$ cat src/include/dit_pkg.sv
// Shared constants and types of the dual input timer.
// Assumes a single core clock that runs far faster than the timer tick clock.
package dit_pkg;

  // ----------------------------------------------------------------------
  // Clock rates
  // ----------------------------------------------------------------------
  localparam int unsigned CORE_CLK_HZ  = 10_000_000;
  localparam int unsigned TICK_CLK_HZ  = 32_000;
  // Core cycles after reset before the tick synchroniser holds a real pin level.
  localparam logic [1:0]  SYNC_FILL    = 2'h3;

  // ----------------------------------------------------------------------
  // Counter modes
  // ----------------------------------------------------------------------
  localparam logic [1:0] MODE_FREE     = 2'h0;
  localparam logic [1:0] MODE_PERIODIC = 2'h1;
  localparam logic [1:0] MODE_ONESHOT  = 2'h2;

  // ----------------------------------------------------------------------
  // Prescale codes and the terminal count of the prescaler for each
  // ----------------------------------------------------------------------
  localparam logic [1:0] PRE_DIV1      = 2'h0;
  localparam logic [1:0] PRE_DIV16     = 2'h1;
  localparam logic [1:0] PRE_DIV256    = 2'h2;
  localparam logic [7:0] PRE_LIM_DIV1  = 8'h00;
  localparam logic [7:0] PRE_LIM_DIV16 = 8'h0F;
  localparam logic [7:0] PRE_LIM_DIV256 = 8'hFF;

  // ----------------------------------------------------------------------
  // Width masks and reset values
  // ----------------------------------------------------------------------
  localparam logic [31:0] MASK_16      = 32'h0000_FFFF;
  localparam logic [31:0] MASK_32      = 32'hFFFF_FFFF;
  localparam logic [31:0] RST_VALUE    = 32'h0000_0000;
  localparam logic [31:0] RST_RELOAD   = 32'h0000_0000;
  localparam logic [7:0]  RST_PRE      = 8'h00;

  // ----------------------------------------------------------------------
  // Counter states, Gray coded along idle, run, halt
  // ----------------------------------------------------------------------
  typedef enum logic [1:0] {
    ST_IDLE = 2'b00,
    ST_RUN  = 2'b01,
    ST_HALT = 2'b11
  } dit_state_t;

endpackage

$ cat src/include/dit_tick_if.sv
// Carrier of the synchronised tick pulse between the timer's modules.
// Assumes source and sink share core_clk.
`timescale 1ns/10ps
interface dit_tick_if;
  logic tick;
  modport src (output tick);
  modport snk (input tick);
endinterface

$ cat src/design/dit_dual_input_timer.sv
// Two independent down-counters paced by the timer tick clock.
// Assumes control inputs come from logic on core_clk; the tick clock is a pin.
`timescale 1ns/10ps

// What this block does
// - Two independent down-counters, each selectable as 32-bit or 16-bit wide.
// - Counters decrement only on rising edges of the slow timer tick clock.
// - Each counter runs free-running, periodic or one-shot.
// - Free-running: after zero the counter wraps to its width's maximum.
// - Periodic: interrupt each period, reload programmed value after zero.
// - One-shot: interrupt once at zero, then stay halted until reloaded or disabled.
// - Per-counter prescale setting scales the decrement rate against the tick.
module dit_dual_input_timer #(
  parameter int unsigned NUM_CNT = 2
) (
  input  wire logic                     core_clk,
  input  wire logic                     srst,
  input  wire logic                     timer_tick_clock,
  input  wire logic [NUM_CNT-1:0]       cfg_enable,
  input  wire logic [NUM_CNT-1:0][1:0]  cfg_mode,
  input  wire logic [NUM_CNT-1:0]       cfg_wide,
  input  wire logic [NUM_CNT-1:0][1:0]  cfg_prescale,
  input  wire logic [NUM_CNT-1:0]       load_strobe,
  input  wire logic [NUM_CNT-1:0][31:0] load_value,
  input  wire logic [NUM_CNT-1:0]       irq_clear,
  output wire logic [NUM_CNT-1:0][31:0] cnt_value,
  output wire logic [NUM_CNT-1:0]       irq_pending,
  output wire logic [NUM_CNT-1:0]       cnt_running
);

  // ----------------------------------------------------------------------
  // Helper functions
  // ----------------------------------------------------------------------

  // Mask of the active counter width.
  function automatic logic [31:0] width_mask(input logic wide);
    width_mask = wide ? dit_pkg::MASK_32 : dit_pkg::MASK_16;
  endfunction

  // Terminal count of the prescaler; the reserved code acts as divide by 256.
  function automatic logic [7:0] pre_limit(input logic [1:0] code);
    logic [7:0] lim;
    lim = dit_pkg::PRE_LIM_DIV256;
    unique case (code)
      dit_pkg::PRE_DIV1:   lim = dit_pkg::PRE_LIM_DIV1;
      dit_pkg::PRE_DIV16:  lim = dit_pkg::PRE_LIM_DIV16;
      dit_pkg::PRE_DIV256: lim = dit_pkg::PRE_LIM_DIV256;
      default:             lim = dit_pkg::PRE_LIM_DIV256;
    endcase
    pre_limit = lim;
  endfunction

  // ----------------------------------------------------------------------
  // Tick from the timer tick clock
  // ----------------------------------------------------------------------
  dit_tick_if tick_bus ();

  dit_tick_sync u_tick_sync (
    .core_clk         (core_clk),
    .srst             (srst),
    .timer_tick_clock (timer_tick_clock),
    .tick_o           (tick_bus)
  );

  // Single-cycle pulse, one for each rising edge of the tick clock pin once the synchroniser has filled after reset.
  logic tick;
  assign tick = tick_bus.tick;

  // ----------------------------------------------------------------------
  // Counters
  // ----------------------------------------------------------------------
  // independent counter pair
  for (genvar k = 0; k < NUM_CNT; k++) begin : g_cnt

    dit_pkg::dit_state_t state_ff;
    dit_pkg::dit_state_t nxt_state;
    logic [31:0]         value_ff;
    logic [31:0]         nxt_value;
    logic [31:0]         reload_ff;
    logic [31:0]         nxt_reload;
    logic [7:0]          pre_ff;
    logic [7:0]          nxt_pre;
    logic                pend_ff;
    logic                nxt_pend;
    logic                run_ff;
    logic                nxt_run;
    logic                fire;
    logic [31:0]         mask;
    logic [31:0]         cur;
    logic [7:0]          limit;

    // --------------------------------------------------------------------
    // Next-state logic
    // --------------------------------------------------------------------
    always_comb begin
      nxt_state  = state_ff;
      nxt_value  = value_ff;
      nxt_reload = reload_ff;
      nxt_pre    = pre_ff;
      fire       = 1'b0;
      mask       = width_mask(cfg_wide[k]);
      cur        = value_ff & mask;
      limit      = pre_limit(cfg_prescale[k]);

      unique case (state_ff)
        dit_pkg::ST_IDLE: begin
          // The prescaler stays clear while stopped, so a start counts whole periods.
          nxt_pre = dit_pkg::RST_PRE;
          if (cfg_enable[k]) begin
            nxt_state = dit_pkg::ST_RUN;
          end
        end
        dit_pkg::ST_RUN: begin
          if (!cfg_enable[k]) begin
            nxt_state = dit_pkg::ST_IDLE;
          end else if (tick) begin
            if (pre_ff >= limit) begin
              nxt_pre = dit_pkg::RST_PRE;
              unique case (cfg_mode[k])
                dit_pkg::MODE_PERIODIC: begin
                  // reload after zero
                  // A reload value of zero fires on every step.
                  if (cur == 32'h0000_0000) begin
                    nxt_value = reload_ff & mask;
                  end else begin
                    nxt_value = (cur - 32'h0000_0001) & mask;
                  end
                  fire = (nxt_value == 32'h0000_0000);
                end
                dit_pkg::MODE_ONESHOT: begin
                  // fire once and halt
                  // A count loaded as zero fires on its first step, as a count of one does.
                  if (cur <= 32'h0000_0001) begin
                    nxt_value = 32'h0000_0000;
                    fire      = 1'b1;
                    nxt_state = dit_pkg::ST_HALT;
                  end else begin
                    nxt_value = cur - 32'h0000_0001;
                  end
                end
                default: begin
                  // wrap to maximum
                  // The reserved mode code counts as free-running too.
                  if (cur == 32'h0000_0000) begin
                    nxt_value = mask;
                  end else begin
                    nxt_value = cur - 32'h0000_0001;
                  end
                  fire = (nxt_value == 32'h0000_0000);
                end
              endcase
            end else begin
              nxt_pre = pre_ff + 8'h01;
            end
          end
        end
        dit_pkg::ST_HALT: begin
          nxt_pre = dit_pkg::RST_PRE;
          if (!cfg_enable[k]) begin
            nxt_state = dit_pkg::ST_IDLE;
          end
        end
        default: begin
          nxt_state = dit_pkg::ST_IDLE;
        end
      endcase

      // A new count overrides a decrement in the same cycle and restarts
      // the prescaler, so the first period after a load is always whole.
      if (load_strobe[k]) begin
        nxt_value  = load_value[k] & mask;
        nxt_reload = load_value[k];
        nxt_pre    = dit_pkg::RST_PRE;
        if (state_ff == dit_pkg::ST_HALT) begin
          nxt_state = cfg_enable[k] ? dit_pkg::ST_RUN : dit_pkg::ST_IDLE;
        end
      end

      nxt_pend = (pend_ff & ~irq_clear[k]) | fire;
      // The running flag follows the next state, so it always matches state_ff.
      nxt_run  = (nxt_state == dit_pkg::ST_RUN);
    end

    // --------------------------------------------------------------------
    // State registers
    // --------------------------------------------------------------------
    always_ff @(posedge core_clk) begin
      if (srst) begin
        state_ff  <= dit_pkg::ST_IDLE;
        value_ff  <= dit_pkg::RST_VALUE;
        reload_ff <= dit_pkg::RST_RELOAD;
        pre_ff    <= dit_pkg::RST_PRE;
        pend_ff   <= 1'b0;
        run_ff    <= 1'b0;
      end else begin
        state_ff  <= nxt_state;
        value_ff  <= nxt_value;
        reload_ff <= nxt_reload;
        pre_ff    <= nxt_pre;
        pend_ff   <= nxt_pend;
        run_ff    <= nxt_run;
      end
    end

    // --------------------------------------------------------------------
    // Outputs, taken straight from the registers
    // --------------------------------------------------------------------
    assign cnt_value[k]   = value_ff;
    assign irq_pending[k] = pend_ff;
    assign cnt_running[k] = run_ff;

  end

endmodule // dit_dual_input_timer

$ cat src/design/dit_tick_sync.sv
// Synchroniser and rising edge detector for the timer tick clock.
// Assumes the tick clock is well below half the core clock rate.
`timescale 1ns/10ps
module dit_tick_sync (
  input  wire logic core_clk,
  input  wire logic srst,
  input  wire logic timer_tick_clock,
  dit_tick_if.src   tick_o
);

  // ----------------------------------------------------------------------
  // Two stage synchroniser, edge stage and pulse register
  // ----------------------------------------------------------------------
  logic meta_ff;
  logic sync_ff;
  logic last_ff;
  logic tick_ff;
  logic nxt_tick;
  logic [1:0] fill_ff;
  logic [1:0] nxt_fill;

  // Edges are ignored until the synchroniser holds the pin's real level,
  // so a pin that is high when reset ends is not taken as a rising edge.
  always_comb begin
    nxt_fill = (fill_ff == dit_pkg::SYNC_FILL) ? fill_ff : fill_ff + 2'h1;
    nxt_tick = sync_ff & ~last_ff & (fill_ff == dit_pkg::SYNC_FILL);
  end

  always_ff @(posedge core_clk) begin
    if (srst) begin
      meta_ff <= 1'b0;
      sync_ff <= 1'b0;
      last_ff <= 1'b0;
      tick_ff <= 1'b0;
      fill_ff <= 2'h0;
    end else begin
      meta_ff <= timer_tick_clock;
      sync_ff <= meta_ff;
      last_ff <= sync_ff;
      tick_ff <= nxt_tick;
      fill_ff <= nxt_fill;
    end
  end

  assign tick_o.tick = tick_ff;

endmodule // dit_tick_sync

$ cat config.mk
export PLATFORM = sky130hd
export DESIGN_NAME = dit_dual_input_timer
export DESIGN_NICKNAME = d
export VERILOG_FILES = /design/src/include/dit_pkg.sv /design/src/include/dit_tick_if.sv /design/src/design/dit_dual_input_timer.sv /design/src/design/dit_tick_sync.sv
export SDC_FILE = /design/constraint.sdc
export NUM_CORES = 1
export LEC_CHECK = 0
export ABC_CLOCK_PERIOD_IN_PS = 4300
export BUFFER_PORTS_ARGS = -buffer_cell sky130_fd_sc_hd__buf_2
export CORE_MARGIN = 2
export CORE_UTILIZATION = 40
export CTS_CLUSTER_DIAMETER = 120
export CTS_CLUSTER_SIZE = 10
export DETAILED_ROUTE_END_ITERATION = 10
export SETUP_SLACK_MARGIN = 0.3
export SYNTH_ARGS = -nofsm -noshare
export SYNTH_HDL_FRONTEND = slang
export SYNTH_HIERARCHICAL = 1
export SYNTH_SLANG_ARGS = --single-unit
export TNS_END_PERCENT = 1
$ cat constraint.sdc
create_clock -name core_clk -period 4.3 [get_ports core_clk]
set_input_delay 0.215 -clock core_clk [delete_from_list [all_inputs] [get_ports core_clk]]
set_output_delay 0.215 -clock core_clk [all_outputs]
set_load 0.02 [all_outputs]
==> results by group <==
Setup path
  • Crit. End Element: register
  • WP data required: 4.61 ns
  • CP arrival: 4.02 ns
  • Kind of critical path: register to register
  • Worst setup SP type: register
  • Crit path max fanout: 14

Pwr
  • IR drop worst, VDD: 0.0002558 V
  • Net Sw Power: 0.001571 W
  • Clock network power share: 36.6%
  • Power Dens Cells: 329.2 nW/um^2
  • Sw Share: 35.23%
  • Reg power frac: 37.4%
  • Leakage power figure: 5.380 nW
  • Cell Int Power: 0.002889 W
  • Combinational share of power: 26.0%

Floorplanning
  • Die Span X: 175.9 microns
  • Die area: 30940 sq um
  • Starting Density: 40.85%
  • Cell Rows: 62
  • Core area: 28940 sq um
  • # IOs: 151
  • Die height: 175.9 microns

Clock tree
  • Clock tree sinks: 158
  • Clock Tree Buf Depth: 2
  • Post-CTS setup buffers: 0
  • Worst skew pair latency: 0.45 ns
  • CTS tree: yes
  • CTS Root Cell: clkbuf_16
  • Clock Pin Slew Worst Setup and Hold Paths: 0.07 ns
  • CTS H-tree lvls: 4
  • CTS Buf Count: 17

Placed design
  • Cell total after placement: 2077
  • Input/output buffers: 150
  • Detailed placement HPWL: 32830 microns
  • Final RePlAce weighted congestion: 0.9582

Timing
  • Worst hold slack: 0.01967 ns
  • Clock Skew: 0.01093 ns
  • Final Hold Vio Count: 0
  • TNS Setup: 0 ns
  • Period utilization: 86.31%
  • Final Max Slew Viols: 0
  • Unrepaired setup endpoints after global routing: no
  • Final setup viols: 0
  • Worst-Margin Slew: 1.021 ns
  • Fin crit period: 3.711 ns
  • Worst slew margin: 31.90%
  • Max Fclk: 269.5 MHz

Yosys
  • Most used DFF post-synth: dfxtp_1
  • #FFs+latches synth: 158
  • Post-Synthesis Cells: 1627
  • Largest cells by area after synthesis: dfxtp_1, a21oi_1, nor2_1
  • Post-Syn Area: 11820 sq um
  • Synth cell types: 80
  • Sequential area share after synthesis: 26.76%
  • EDFF count, synth: 0
  • Synth top area share: 26.76%
  • Cell taking the most area after synthesis: dfxtp_1
  • Syn Nets: 1745
  • Share of flip-flops with an asynchronous set or reset: 0%
  • Warnings, synthesis: 6
  • Avg Cell Area, Syn: 7.265 sq um

Detailed routing
  • Routed WL: 44800 microns
  • Initial DRC Count: 1474
  • Routed len/inst: 21.22 microns
  • Via count: 13190
  • ANT nets after route: 0
  • DRC: 0
  • Vias per inst: 6.249
  • Initial DRT Pass Iterations: 6

GRT
  • All-layer global routing usage: 28.36%
  • Vias in the first global route: 12140
  • Pin count of the biggest net entering global routing: 88
  • Initial antenna violation count: 0
  • Grt ovf: 0
  • First-pass GRT wire length: 69050 microns

Finish
  • Multi-input gate area: 7896 sq um
  • Synth-to-layout area growth: 14.62%
  • Fillers: 2943
  • Fin cells: 2111
  • Share of cells above drive strength 1: 15.81%
  • Number of diodes: 0
  • Fin nets: 1832
  • FF/Latch Area: 3163 sq um

Job
  • Max_cap viols: 0

Worst hold path
  • Worst hold path type: input port to register

Status
  • Run status: completed
==> flip-flops by register name (all words and copies together), names as in the netlist <==
name / count
g_cnt.pend_ff: 2
u_tick_sync/meta_ff: 1
u_tick_sync/sync_ff: 1
u_tick_sync/fill_ff: 2
g_cnt.state_ff: 4
g_cnt.reload_ff: 64
u_tick_sync/last_ff: 1
u_tick_sync/tick_o.tick: 1
g_cnt.pre_ff: 16
g_cnt.value_ff: 64
g_cnt.run_ff: 2
==> cell usage after synthesis, types with 6 or more instances <==
library cell	n
dfxtp_1	158
nor2_1	157
a21oi_1	143
nand2_1	139
clkbuf_1	108
o21ai_0	98
nor3_1	90
inv_1	54
mux2i_1	49
nand3_1	46
a211oi_1	38
ha_1	35
nor4_1	34
nand2b_1	28
a221oi_1	27
a31oi_1	27
nand4_1	23
a311oi_1	20
or3_1	20
and3_1	19
xnor2_1	19
a21o_1	18
or4_1	18
buf_1	16
xor2_1	15
o211ai_1	13
o31ai_1	13
and2_1	12
nor2b_1	12
o21a_1	11
buf_2	10
a22o_1	8
a311o_1	8
o22ai_1	8
or2_2	8
a22oi_1	7
a2111oi_0	6
a211o_1	6
nor3b_1	6
o31a_1	6
or3b_2	6
==> cells by family after synthesis <==
group | after synthesis | synth area share, %
DFF | 158 | 26.76
and+or+nand+nor | 649 | 27.95
adders and majority gates | 35 | 3.705
AOI/OAI and AO/OA | 507 | 28.31
buffers and inverters | 194 | 6.521
xor gates and xnor gates | 34 | 2.519
muxes | 50 | 4.245
==> worst paths after layout <==
kind	from	endpoint	slack [ns]	cells past startpoint
min reg2reg	u_tick_sync/meta_ff	u_tick_sync/sync_ff	0.45	1
max reg2reg	g_cnt[0].value_ff[16]	g_cnt[0].value_ff[29]	0.59	9
min	load_value[60]	g_cnt[1].reload_ff[28]	0.02	3
max	g_cnt[0].value_ff[16]	g_cnt[0].value_ff[29]	0.59	9
==> routing by layer <==
layer	track usage, %	vias up	part of all wire (%)
met5	0	-	0
met1	37.38	6173	43
met4	11.78	0	3.5
met2	45.39	689	45
met3	5.476	98	8.2
li1	-	6231	-
==> area by class of cell <==
type                            instances  share of cell area [%]
Timing Repair Buffer                  208                   8.810
Clock buffer                           19                   3.195
Clock inverter                         13                   1.321
Tap cell                              384                   3.546
Sequential cell                       158                   23.35
Inverter                               54                   1.496
Multi-Input combinational cell       1275                   58.28
==> power by group through the flow <==
| stage | combinational (W) | clock, W | sequential, W |
|---|---|---|---|
| 2_1_floorplan | 0.000757 | 0 | 0.00169 |
| 3_3_place_gp | 0.00113 | 0 | 0.00170 |
| 3_5_place_dp | 0.00113 | 0 | 0.00170 |
| 4_1_cts | 0.00113 | 0.00167 | 0.00166 |
| 5_1_grt | 0.00126 | 0.00171 | 0.00168 |
| 6_report | 0.00116 | 0.00163 | 0.00167 |
==> placed cells by master (no fill, tap or decap), types with 38 or more instances in the layout <==
cell and n:
mux2i_1 49, a21oi_1 143, buf_2 148, nor2_1 157, inv_1 54, nor3_1 88, a211oi_1 38, nand3_1 46
dfxtp_1 158, o21ai_0 98, buf_4 59, nand2_1 139
==> timing repair <==
action / CTS / global route
gates resized for setup: 0 / 0
endpoints found under the hold margin: 1 / 0
hold buffers: 1 / 0
==> through the flow <==
step | power (W) | utilization [%] | setup slack [ns] | instance area, sq um
CTS | 0.004467 | 46.80 | 0.6021 | 13540
finish | 0.004460 | 46.82 | 0.5888 | 13550
floorplan | 0.002443 | - | 1.193 | 11820
global route | 0.004651 | 46.82 | 0.3029 | 13550
detailed placement | 0.002823 | 44.66 | 0.6387 | 12920
global placement | 0.002822 | 44.66 | 0.7568 | 12920
==> critical path, stage by stage, from the launching register on <==
cell	delay, ns
dfxtp_1	0.38
or4_1	0.81
nor4_4	0.49
a21oi_2	0.23
o21ai_0	0.50
o21ai_0	0.42
a221oi_1	0.36
nor3_1	0.09
a211oi_1	0.24
nor3_1	0.07
No activity file was read; power rests on OpenSTA's default activity.
